[src/hdl/dgr_pkg.sv]
// Constants and carrier types for the decoder gate, raw data and status register slice
package dgr_pkg;

	// Register subaddresses
	localparam logic [7:0] ADDR_GATE_START_LOW = 8'h15;
	localparam logic [7:0] ADDR_GATE_STOP_LOW = 8'h16;
	localparam logic [7:0] ADDR_MISC_GATE_MSBS = 8'h17;
	localparam logic [7:0] ADDR_RAW_GAIN = 8'h18;
	localparam logic [7:0] ADDR_RAW_OFFSET = 8'h19;
	localparam logic [7:0] ADDR_STATUS_ONE = 8'h1e;
	localparam logic [7:0] ADDR_STATUS_TWO = 8'h1f;

	// Field positions inside misc_gate_msbs
	localparam int MISC_START_MSB = 0;
	localparam int MISC_STOP_MSB = 1;
	localparam int MISC_ALT_POS = 2;
	localparam int MISC_LAT_LO = 3;
	localparam int MISC_LAT_HI = 5;
	localparam int MISC_HALF_LLC_DIS = 6;
	localparam int MISC_LLC_DIS = 7;

	// Values after reset
	localparam logic [7:0] RST_GATE_START_LOW = 8'h00;
	localparam logic [7:0] RST_GATE_STOP_LOW = 8'h00;
	localparam logic [7:0] RST_MISC_GATE_MSBS = 8'h18;
	localparam logic [7:0] RST_RAW_GAIN = 8'h80;
	localparam logic [7:0] RST_RAW_OFFSET = 8'h80;

	// Frame line counting limits
	localparam logic [8:0] LINE_MAX_50 = 9'h136;
	localparam logic [8:0] LINE_MAX_60 = 9'h104;

	// Search latency: reserved code and the value used in its place
	localparam logic [2:0] LAT_RESERVED = 3'h0;
	localparam logic [2:0] LAT_DEFAULT = 3'h3;

	// Output format that blanks fields by the gate window
	localparam logic [2:0] FMT_GATE_BLANK = 3'h1;

	// Raw data arithmetic
	localparam logic [10:0] RAW_OFFSET_ZERO = 11'h080;

	typedef struct packed {
		logic [7:0] addr;
		logic [7:0] wdata;
		logic wr;
		logic rd;
	} dgr_req_type;

	typedef struct packed {
		logic line_tick;
		logic field_tick;
		logic second_field;
	} dgr_timing_type;

	typedef struct packed {
		logic horiz_unlocked_flag;
		logic slow_constant_flag;
		logic gain_top_limit_flag;
		logic gain_bottom_limit_flag;
		logic white_peak_active;
		logic [1:0] colour_standard_found;
		logic interlace_flag;
		logic loops_unlocked_flag;
		logic field_rate_flag;
		logic stripe_four_line_flag;
		logic colour_stripe_flag;
		logic copy_protect_flag;
		logic capture_ready_flag;
	} dgr_status_type;

endpackage

[src/hdl/dgr_raw_scale.sv]
// Raw data gain and offset stage with saturation
`timescale 1ns/100ps
module dgr_raw_scale (
	input wire logic clk,
	input wire logic resetn,
	input wire logic [7:0] sample,
	input wire logic sample_valid,
	input wire logic [7:0] raw_gain_value,
	input wire logic [7:0] raw_offset_value,
	output logic [7:0] scaled,
	output logic scaled_valid
);
	logic [15:0] prod;
	logic [10:0] sum;
	logic [7:0] sat;

	// Gain of 128 is unity, so the product is shifted by seven
	assign prod = sample * raw_gain_value;
	assign sum = {2'h0, prod[15:7]} + {3'h0, raw_offset_value} - dgr_pkg::RAW_OFFSET_ZERO;

	always_comb begin
		if (sum[10])
			sat = 8'h00;
		else if (sum[9:8] != 2'h0)
			sat = 8'hff;
		else
			sat = sum[7:0];
	end

	always_ff @(posedge clk or negedge resetn) begin
		if (!resetn) begin
			scaled <= 8'h00;
			scaled_valid <= 1'b0;
		end else begin
			scaled_valid <= sample_valid;
			if (sample_valid)
				scaled <= sat;
		end
	end
endmodule

[src/hdl/dgr_regs.sv]
// Gate window, line clock enables, search latency, raw data controls and status bytes
`timescale 1ns/100ps
// Overview of operation
// - Gate rises and field ident toggles at 9-bit start line (17H bit0, 15H).
// - Start line counts frame lines, 0..310 at 50 Hz, 0..260 at 60 Hz.
// - Gate falls at 9-bit stop line (17H bit1, 16H).
// - 17H bit7 zero drives line clock, one floats it; bit6 likewise half rate.
// - Search step waits 1..7 fields from bits 5..3; 000 reserved, 011 recommended.
// - Alternative-position bit moves the gate one line earlier in field 2.
// - Raw data scaled by gain at 18H; 128 nominal, 255 double, 0 off.
// - Raw data gets offset-binary 19H added; 80h adds nothing.
// - Status byte one at 1EH read-only; low bits give detected colour standard.
// - Status one bit6 reads 1 while horizontal frequency is unlocked.
// - Status one bit5 set while slow time constant active in white-peak mode.
// - Bit4 set while luma gain at maximum, bit3 while at minimum.
// - Status one bit2 set while white peak loop is active.
// - Status byte two at 1FH read-only, bit4 unused; bit7 shows interlace.
// - Status two bit6 zero only when horizontal and vertical loops locked.
// - Status two bit5 gives field rate, zero 50 Hz, one 60 Hz.
// - Status two bit3 set for four-line type 3 colour stripe.
// - Status two bit2 set for any colour stripe.
// - Status two bit1 set for copy-protected source up to version 7.01.
// - Status two bit0 set when all loops locked and capture ready.
// - Gate-blanking output format places field blanking by the gate window.
module dgr_regs (
	input wire logic clk,
	input wire logic resetn,
	input wire dgr_pkg::dgr_req_type bus_req,
	output logic [7:0] bus_rdata,
	output logic bus_rvalid,
	input wire dgr_pkg::dgr_timing_type timing,
	input wire dgr_pkg::dgr_status_type status,
	input wire logic [2:0] output_format_select,
	input wire logic std_blank_in,
	input wire logic [7:0] raw_in,
	input wire logic raw_in_valid,
	output logic [7:0] raw_out,
	output logic raw_out_valid,
	output logic vertical_gate_out,
	output logic field_ident_out,
	output logic field_blank_out,
	output logic line_clock_out_oe,
	output logic half_rate_line_locked_clock,
	output logic half_line_clock_out_oe,
	output logic search_step_pulse
);
	logic [7:0] start_low_r;
	logic [7:0] stop_low_r;
	logic [7:0] misc_r;
	logic [7:0] gain_r;
	logic [7:0] offset_r;
	logic [8:0] gate_start_line;
	logic [8:0] gate_stop_line;
	logic gate_alt_position;
	logic line_clock_out_disable;
	logic half_line_clock_out_disable;
	logic [2:0] detect_search_latency;
	logic [2:0] lat_eff;
	logic [8:0] start_eff;
	logic [8:0] stop_eff;
	logic [8:0] line_max;
	logic [8:0] line_cnt_r;
	logic [8:0] line_cnt_nxt;
	logic line_hit;
	logic [2:0] fld_cnt_r;
	logic [7:0] status_one;
	logic [7:0] status_two;

	// Gate line after the alternative position is applied
	function automatic logic [8:0] eff_line(input logic [8:0] line, input logic alt,
		input logic second);
		if (alt && second && line != 9'h000)
			return line - 9'h001;
		return line;
	endfunction

	assign gate_start_line = {misc_r[dgr_pkg::MISC_START_MSB], start_low_r};
	assign gate_stop_line = {misc_r[dgr_pkg::MISC_STOP_MSB], stop_low_r};
	assign gate_alt_position = misc_r[dgr_pkg::MISC_ALT_POS];
	assign line_clock_out_disable = misc_r[dgr_pkg::MISC_LLC_DIS];
	assign half_line_clock_out_disable = misc_r[dgr_pkg::MISC_HALF_LLC_DIS];
	assign detect_search_latency = misc_r[dgr_pkg::MISC_LAT_HI:dgr_pkg::MISC_LAT_LO];

	assign start_eff = eff_line(gate_start_line, gate_alt_position, timing.second_field);
	assign stop_eff = eff_line(gate_stop_line, gate_alt_position, timing.second_field);

	// Status bytes are assembled live from the detector flags
	assign status_one = {1'b0, status.horiz_unlocked_flag, status.slow_constant_flag,
		status.gain_top_limit_flag, status.gain_bottom_limit_flag,
		status.white_peak_active, status.colour_standard_found};
	assign status_two = {status.interlace_flag, status.loops_unlocked_flag,
		status.field_rate_flag, 1'b0, status.stripe_four_line_flag,
		status.colour_stripe_flag, status.copy_protect_flag,
		status.capture_ready_flag};

	// Register writes; status locations fall through and are ignored
	always_ff @(posedge clk or negedge resetn) begin
		if (!resetn) begin
			start_low_r <= dgr_pkg::RST_GATE_START_LOW;
			stop_low_r <= dgr_pkg::RST_GATE_STOP_LOW;
			misc_r <= dgr_pkg::RST_MISC_GATE_MSBS;
			gain_r <= dgr_pkg::RST_RAW_GAIN;
			offset_r <= dgr_pkg::RST_RAW_OFFSET;
		end else if (bus_req.wr) begin
			unique case (bus_req.addr)
				dgr_pkg::ADDR_GATE_START_LOW: start_low_r <= bus_req.wdata;
				dgr_pkg::ADDR_GATE_STOP_LOW: stop_low_r <= bus_req.wdata;
				dgr_pkg::ADDR_MISC_GATE_MSBS: misc_r <= bus_req.wdata;
				dgr_pkg::ADDR_RAW_GAIN: gain_r <= bus_req.wdata;
				dgr_pkg::ADDR_RAW_OFFSET: offset_r <= bus_req.wdata;
				default: begin
				end
			endcase
		end
	end

	// Register reads, answered one cycle after the strobe
	always_ff @(posedge clk or negedge resetn) begin
		if (!resetn) begin
			bus_rdata <= 8'h00;
			bus_rvalid <= 1'b0;
		end else begin
			bus_rvalid <= bus_req.rd;
			if (bus_req.rd) begin
				unique case (bus_req.addr)
					dgr_pkg::ADDR_GATE_START_LOW: bus_rdata <= start_low_r;
					dgr_pkg::ADDR_GATE_STOP_LOW: bus_rdata <= stop_low_r;
					dgr_pkg::ADDR_MISC_GATE_MSBS: bus_rdata <= misc_r;
					dgr_pkg::ADDR_RAW_GAIN: bus_rdata <= gain_r;
					dgr_pkg::ADDR_RAW_OFFSET: bus_rdata <= offset_r;
					dgr_pkg::ADDR_STATUS_ONE: bus_rdata <= status_one;
					dgr_pkg::ADDR_STATUS_TWO: bus_rdata <= status_two;
					default: bus_rdata <= 8'h00;
				endcase
			end
		end
	end

	// Frame line counter; it holds at the last line so a missing field tick
	// cannot wrap it into a false gate edge
	assign line_max = status.field_rate_flag ? dgr_pkg::LINE_MAX_60 : dgr_pkg::LINE_MAX_50;

	always_comb begin
		line_cnt_nxt = line_cnt_r;
		if (timing.field_tick)
			line_cnt_nxt = 9'h000;
		else if (timing.line_tick && line_cnt_r < line_max)
			line_cnt_nxt = line_cnt_r + 9'h001;
	end

	assign line_hit = timing.field_tick || (timing.line_tick && line_cnt_nxt != line_cnt_r);

	always_ff @(posedge clk or negedge resetn) begin
		if (!resetn)
			line_cnt_r <= 9'h000;
		else
			line_cnt_r <= line_cnt_nxt;
	end

	// Start wins when start and stop lines coincide
	always_ff @(posedge clk or negedge resetn) begin
		if (!resetn) begin
			vertical_gate_out <= 1'b0;
		end else if (line_hit) begin
			if (line_cnt_nxt == start_eff)
				vertical_gate_out <= 1'b1;
			else if (line_cnt_nxt == stop_eff)
				vertical_gate_out <= 1'b0;
		end
	end

	always_ff @(posedge clk or negedge resetn) begin
		if (!resetn)
			field_ident_out <= 1'b0;
		else if (line_hit && line_cnt_nxt == start_eff)
			field_ident_out <= ~field_ident_out;
	end

	always_ff @(posedge clk or negedge resetn) begin
		if (!resetn)
			field_blank_out <= 1'b1;
		else if (output_format_select == dgr_pkg::FMT_GATE_BLANK)
			field_blank_out <= ~vertical_gate_out;
		else
			field_blank_out <= std_blank_in;
	end

	// Line clock enables and the half-rate clock from a divider
	always_ff @(posedge clk or negedge resetn) begin
		if (!resetn) begin
			line_clock_out_oe <= 1'b0;
			half_line_clock_out_oe <= 1'b0;
		end else begin
			line_clock_out_oe <= ~line_clock_out_disable;
			half_line_clock_out_oe <= ~half_line_clock_out_disable;
		end
	end

	always_ff @(posedge clk or negedge resetn) begin
		if (!resetn)
			half_rate_line_locked_clock <= 1'b0;
		else
			half_rate_line_locked_clock <= ~half_rate_line_locked_clock;
	end

	// Search latency; the reserved code runs at the recommended three fields
	assign lat_eff = (detect_search_latency == dgr_pkg::LAT_RESERVED) ?
		dgr_pkg::LAT_DEFAULT : detect_search_latency;

	always_ff @(posedge clk or negedge resetn) begin
		if (!resetn) begin
			fld_cnt_r <= 3'h0;
			search_step_pulse <= 1'b0;
		end else begin
			search_step_pulse <= 1'b0;
			if (timing.field_tick) begin
				if (fld_cnt_r + 3'h1 >= lat_eff) begin
					fld_cnt_r <= 3'h0;
					search_step_pulse <= 1'b1;
				end else begin
					fld_cnt_r <= fld_cnt_r + 3'h1;
				end
			end
		end
	end

	dgr_raw_scale u_raw (
		.clk(clk),
		.resetn(resetn),
		.sample(raw_in),
		.sample_valid(raw_in_valid),
		.raw_gain_value(gain_r),
		.raw_offset_value(offset_r),
		.scaled(raw_out),
		.scaled_valid(raw_out_valid)
	);
endmodule

[config.mk]
export PLATFORM = sky130hd
export DESIGN_NAME = dgr_regs
export DESIGN_NICKNAME = d
export VERILOG_FILES = /design/src/hdl/dgr_pkg.sv /design/src/hdl/dgr_raw_scale.sv /design/src/hdl/dgr_regs.sv
export SDC_FILE = /design/constraint.sdc
export NUM_CORES = 1
export LEC_CHECK = 0
export BUFFER_PORTS_ARGS = -buffer_cell sky130_fd_sc_hd__buf_2
export CAP_MARGIN = 20
export CORE_MARGIN = 2
export CORE_UTILIZATION = 45
export DETAILED_ROUTE_END_ITERATION = 6
export PLACE_DENSITY = 0.69
export SLEW_MARGIN = 40
export SYNTH_ARGS = -nofsm -noshare
export SYNTH_HDL_FRONTEND = slang
export SYNTH_SLANG_ARGS = --single-unit
[constraint.sdc]
create_clock -name clk -period 6.7 [get_ports clk]
set_clock_uncertainty 0.1 [all_clocks]
set_input_delay 1.675 -clock clk [delete_from_list [all_inputs] [get_ports clk]]
set_output_delay 1.675 -clock clk [all_outputs]
set_load 0.05 [all_outputs]
# Word-level counts from Yosys, hierarchy flattened
# Index checks and enable logic that the tools add are counted.
[totals]
wordCells = 80
out_inout_bits = 25
ff_bits = 77
input_bits = 50
[classes]
n_bitwise = 5
mul = 1
n_eq_ne = 11
magnitude_cmp = 2
n_addsub = 6
n_reduce_logical = 18
mux = 19
[op_table]
columns = ["operator", "count"]
rows = [
  ["== test 8 x 5 -> 1 bit, second input constant", 7],
  ["one-hot mux 8 bit (7 select lines)", 1],
  ["2-to-1 mux 9 bit", 6],
  ["== test 9 bit", 2],
  ["nonzero test 9 bit", 2],
  ["subtractor 9 x 1 -> 9 bit, second input constant", 2],
  ["multiplier 8 x 8 -> 16 bit", 1],
  ["2-to-1 mux 8 bit", 2],
  ["AND reduction 2 bit", 6],
  ["subtractor 11 x 8 -> 11 bit, second input constant", 1],
  ["adder 9 x 8 -> 10 bit", 1],
  ["adder 9 x 1 -> 9 bit, second input constant", 1],
  ["< comparator 9 bit", 1],
  ["!= test 9 bit", 1],
  ["2-to-1 mux 1 bit", 7],
  ["logical AND 1 bit", 6],
  ["2-to-1 mux 3 bit", 2],
  ["2-to-1 mux 6 bit", 1],
  ["NOT 1 bit", 5],
  ["nonzero test 2 bit", 2],
  ["adder 3 x 1 -> 3 bit, second input constant", 1],
  ["== test 3 x 1 -> 1 bit, second input constant", 1],
  [">= comparator 3 bit", 1],
  ["logical NOT 3 bit", 1],
  ["logical OR 1 bit", 1],
]

# Logic depth before layout (Yosys ltp)
[logic_depth]
ltp_word = 9
mapped_depth = 27
ltp_nobuf = 27

# Cells and area by module
# Synthesis repeated with hierarchy kept, for this count alone.
[unflattened]
hier_cells = 691
hier_area_um2 = 6836.6
[modules_own_cells]
columns = ["mod", "cells_per_inst", "instances", "seq_area_each_um2", "area_each_um2"]
rows = [
  ["dgr_regs", 391, 1, 1707.9, 4087.7],
  ["dgr_raw_scale", 300, 1, 225.2, 2748.9],
]

# Least setup slack after synthesis
# Ideal clock, no wire load.
[synth_path]
path_type = "input port to flip-flop"
from = "input port raw_in[1]"
to = "register u_raw.scaled[0]"
t_required_ns = 6.518
n_path_buf = 0
setup_ns = 0.082
path_stages = 24
path_slack_ns = -0.360
arrival_time_ns = 6.878
path_cell_list = "and2_1 > fa_1 > fa_1 > inv_1 > fa_1 > inv_1 > fa_1 > ha_1 > nor4_1 > o21ai_0 > a31oi_1 > xnor2_1 > ha_1 > a21o_1 > a21oi_1 > o21bai_1 > a21oi_1 > o21bai_1 > a21oi_1 > xor2_1 > ha_1 > xor2_1 > nor3b_1 > o22ai_1"
[synth_between]
elab_chain_cells = 6
[synth_lines]
columns = ["item", "line_no", "source"]
rows = [
  ["start: declaration", "dgr_regs.sv:35", "input wire logic [7:0] raw_in,"],
  ["multiplier 8 x 8 -> 16 bit (*)", "dgr_raw_scale.sv:18", "assign prod = sample * raw_gain_value;"],
  ["adder 9 x 8 -> 10 bit (*)", "dgr_raw_scale.sv:19", "assign sum = {2'h0, prod[15:7]} + {3'h0, raw_offset_value} - dgr_pkg::RAW_OFFSET_ZERO;"],
  ["subtractor 11 x 8 -> 11 bit (*)", "dgr_raw_scale.sv:19", ""],
  ["nonzero test 2 bit", "dgr_raw_scale.sv:24", "else if (sum[9:8] != 2'h0)"],
  ["2-to-1 mux 8 bit", "dgr_raw_scale.sv:24", ""],
  ["2-to-1 mux 8 bit (*)", "dgr_raw_scale.sv:22", "if (sum[10])"],
  ["end signal: assignment", "dgr_raw_scale.sv:37", "scaled <= sat;"],
  ["end: declaration", "dgr_raw_scale.sv:10", "output logic [7:0] scaled,"],
]
# Every way passes the cells marked *; elsewhere a longest branch is shown, timed or not.
# A chain may end at the register's enable or synchronous reset.

# Final worst setup path
[layout_path]
from = "input port raw_in[3]"
to = "register u_raw.scaled[0]"
# Same word-level chain as after synthesis.

==> run_results.csv <==
group,metric,value,unit
sta,worstMarginPinSlew,0.737,ns
critical_path,critPathTopFamily,"adder cells",
floorplan,die_w,128,um
critical_path,max_stage_delay,0.54,ns
global_route,grt.total_usage,0.217,
sta,period_share,0.998,
finish,fill_cells,1378,
critical_path,arrival,6.81,ns
detailed_routing,wl,16900,um
floorplan,die-area,16300,um2
detailed_routing,wl_met3,422,um
finish,fin_nets,962,
yosys,yosysWarnings,0,
global_route,first_global_vias,5784,
critical_path,required,6.83,ns
detailed_routing,final_antenna_net_count,0,
clocking,htree_levels,3,
yosys,synth.cell_area,6870,um2
detailed_routing,routed.top_layer,"met4",
power_and_ir_drop,power.leakage,4.03,nW
sta,max_slew_margin,0.507,
floorplan,row_count,45,
clocking,cts_tree,"built",
global_route,grt_max_degree,78,
yosys,ys.flop_type,"dfrtp_1",
min_path,min_path_type,"reg -> reg",
critical_path,worstRegToRegCells,23,
detailed_routing,wl_per_cell,16.6,um
yosys,synth_area_leaders,"dfrtp_1, fa_1, ha_1",
finish,antenna_cells,0,
global_route,grt_pass1_wl,28400,um
sta,setup_viol,0,
yosys,syn-mean-instance-area,9.55,um2
critical_path,start_kind,"input pin",
placement,port_buffers,74,
critical_path,reg2reg_to,"u_raw.scaled[7]",
detailed_routing,firstDrtPassIters,5,
power_and_ir_drop,pwr_density_cell,166,nW/um2
sta,rsz0062_at_grt,"yes",
detailed_routing,dr_wl_met2,8890,um
yosys,synth_top_area_cell,"dfrtp_1",
sta,setup_tns,0,ns
detailed_routing,wl_met1,7290,um
run,drv_cap,0,
critical_path,crit_top_cell,"fa_1",
global_route,overflow,0,
min_path,hp-start,"half_rate_line_locked_clock",
yosys,seq_area_frac_synth,0.281,
clocking,cts_num_sinks,77,
critical_path,critPathMaxFanout,8,
floorplan,start_util,0.457,
yosys,yosysMostFrequentCell,"inv_1",
detailed_routing,drt_iter0_markers,335,
clocking,postCtsHoldBufs,0,
yosys,synth_edf_count,0,
sta,clock.fmax,0.150,GHz
clocking,clkTransAtPathRegs,0.07,ns
clocking,cts_buffers,9,
sta,layout_min_cycle_time,6.69,ns
yosys,synthCells,719,
finish,final_util,0.552,
yosys,ys_seq_elements,77,
critical_path,r2r_start,"gain_r[7]",
critical_path,endpoint_kind,"flip-flop",
placement,place.gp.congestion,0.823,
finish,instances_no_fill,1017,
sta,finalHoldViolations,0,
global_route,antenna_found_initial,0,
floorplan,io_pins,75,
critical_path,rrSetupSlack,0.77,ns
detailed_routing,num_vias,5713,
clocking,root_buffer,"clkbuf_16",
placement,hpwlAfterDp,12800,um
detailed_routing,post-route-drc-count,0,
sta,slew_viol_final,0,
min_path,hold_depth,1,
yosys,syn_nets,857,
critical_path,path_buf_inv,4,
critical_path,cp.depth,25,
yosys,netlist.area_leader.share,0.262,
detailed_routing,vias_per_cell,5.62,
min_path,hold_path_end,"half_rate_line_locked_clock",
critical_path,critPathSlowestCell,"fa_1",
yosys,async_flop_share,1.00,
status,outcome,"completed",
critical_path,critPathKind,"in -> reg",
power_and_ir_drop,ir_drop,0.000119,V
yosys,ys_types,72,
clocking,clk_latency,0.34,ns
finish,area_delta_synth_final,20.8,%
yosys,synth_commonest_cells,"inv_1, dfrtp_1, and2_1",
finish,drive_gt1_frac,0.285,
placement,place_inst,994,
clocking,clock_path_buffers,2,
floorplan,die_y,128,um
floorplan,core-area,15000,um2
-- logic make-up (layout without fill, tap and decap cells) --
group / Yosys count / in the layout / share of synthesized area
buf+inv: 91 / 201 / 0.0530
flops: 77 / 77 / 0.281
simple gates: 221 / 221 / 0.177
xor+xnor: 38 / 38 / 0.0548
compound gates: 149 / 149 / 0.146
fa+ha+maj: 88 / 88 / 0.200
mux: 55 / 55 / 0.0880
-- how the worst max path moves through the flow --
stage | start | to | slack [ns]
floorplan | raw_in[2] | u_raw.scaled[0] | -0.04
global placement | raw_in[1] | u_raw.scaled[0] | -0.52
detailed placement | raw_in[1] | u_raw.scaled[4] | -0.57
CTS | raw_in[1] | u_raw.scaled[4] | -0.01
global route | raw_in[2] | u_raw.scaled[4] | -0.32
finish | raw_in[3] | u_raw.scaled[0] | 0.01
-- worst register-to-register path, stage by stage (launching register included) --
cell      delay (ns)
dfstp_2         0.67
nand2_2         0.09
fa_1            0.48
fa_1            0.52
inv_1           0.05
fa_1            0.49
fa_1            0.45
ha_4            0.32
o211ai_1        0.14
nand2_2         0.16
nand2_4         0.08
xnor2_4         0.17
fa_2            0.37
a21o_1          0.20
a21oi_2         0.16
o21bai_1        0.09
a21oi_2         0.16
o21bai_1        0.10
a21oi_1         0.16
xor2_1          0.17
ha_2            0.25
xor2_4          0.26
nor2_1          0.10
o22ai_1         0.11
-- per-layer routing --
layer | GRT usage | vias to the layer above
li1 | - | 2772
met4 | 0.0537 | 0
met1 | 0.276 | 2814
met2 | 0.393 | 102
met3 | 0.0276 | 25
met5 | 0 | -
-- where the power goes --
part,internal [mW],switching (mW)
registers,0.496,0.0349
logic,0.162,0.203
clock network,0.262,0.223
total,0.920,0.461
-- state kept, by name, summed over array words and instances, names as in the netlist --
| name | cells |
|---|---|
| line_cnt_r | 9 |
| bus_rdata | 8 |
| gain_r | 8 |
| misc_r | 8 |
| offset_r | 8 |
| start_low_r | 8 |
| stop_low_r | 8 |
| u_raw.scaled | 8 |
| fld_cnt_r | 3 |
| bus_rvalid | 1 |
| field_blank_out | 1 |
| field_ident_out | 1 |
| half_line_clock_out_oe | 1 |
| half_rate_line_locked_clock | 1 |
| line_clock_out_oe | 1 |
| search_step_pulse | 1 |
| u_raw.scaled_valid | 1 |
| vertical_gate_out | 1 |
-- placed cells by master (no fill, tap or decap), types with 4 or more instances in the layout --
| cell | count |
|---|---|
| ha_1 | 43 |
| nand2_2 | 4 |
| xnor2_1 | 16 |
| fa_1 | 32 |
| xnor2_2 | 5 |
| a21o_1 | 4 |
| a21oi_1 | 21 |
| nor2b_1 | 4 |
| or4_1 | 5 |
| nand2b_1 | 5 |
| inv_1 | 72 |
| nand2_1 | 44 |
| a221oi_1 | 6 |
| mux2i_1 | 12 |
| buf_4 | 39 |
| xor2_1 | 13 |
| nand3_1 | 12 |
| dfrtp_1 | 72 |
| nor3_1 | 7 |
| clkbuf_16 | 9 |
| and2_1 | 51 |
| o22ai_1 | 24 |
| nor4_1 | 4 |
| nor2_1 | 35 |
| buf_6 | 5 |
| ha_4 | 6 |
| o41ai_1 | 6 |
| o21ai_1 | 4 |
| o211ai_1 | 6 |
| a211oi_1 | 5 |
| o21ai_0 | 26 |
| mux2_2 | 43 |
| a22oi_1 | 8 |
| buf_2 | 67 |
| and4_1 | 4 |
| dfstp_2 | 5 |
| or3_1 | 4 |
| fa_2 | 4 |
| nand4b_1 | 4 |
-- metrics by stage --
step	total power [mW]	worst slack, ns	area (um2)	hold WS (ns)
finish	1.38	0.0141	8300	0.315
global route	1.45	-0.320	8300	0.331
CTS	1.38	-0.00950	8230	0.320
detailed placement	0.881	-0.570	7740	0.310
global placement	0.875	-0.522	7740	0.302
floorplan	0.767	-0.0372	6990	0.305
-- final cells by class --
cell class | count | area (um2) | area share
multi-input cells | 551 | 4870 | 0.586
repair buffers | 112 | 699 | 0.0843
inverters | 73 | 274 | 0.0330
clock buffers | 9 | 225 | 0.0271
well taps | 188 | 235 | 0.0283
clock inverters | 7 | 65.1 | 0.00784
flip-flops and latches | 77 | 1930 | 0.233
-- repair_timing --
item | in CTS | in global routing
setup endpoints to repair | 8 | 8
resized for setup | 34 | 14
buffers inserted | 7 | 0
pin swaps | 32 | 10
Note: power is estimated with default switching activity, not from simulation.
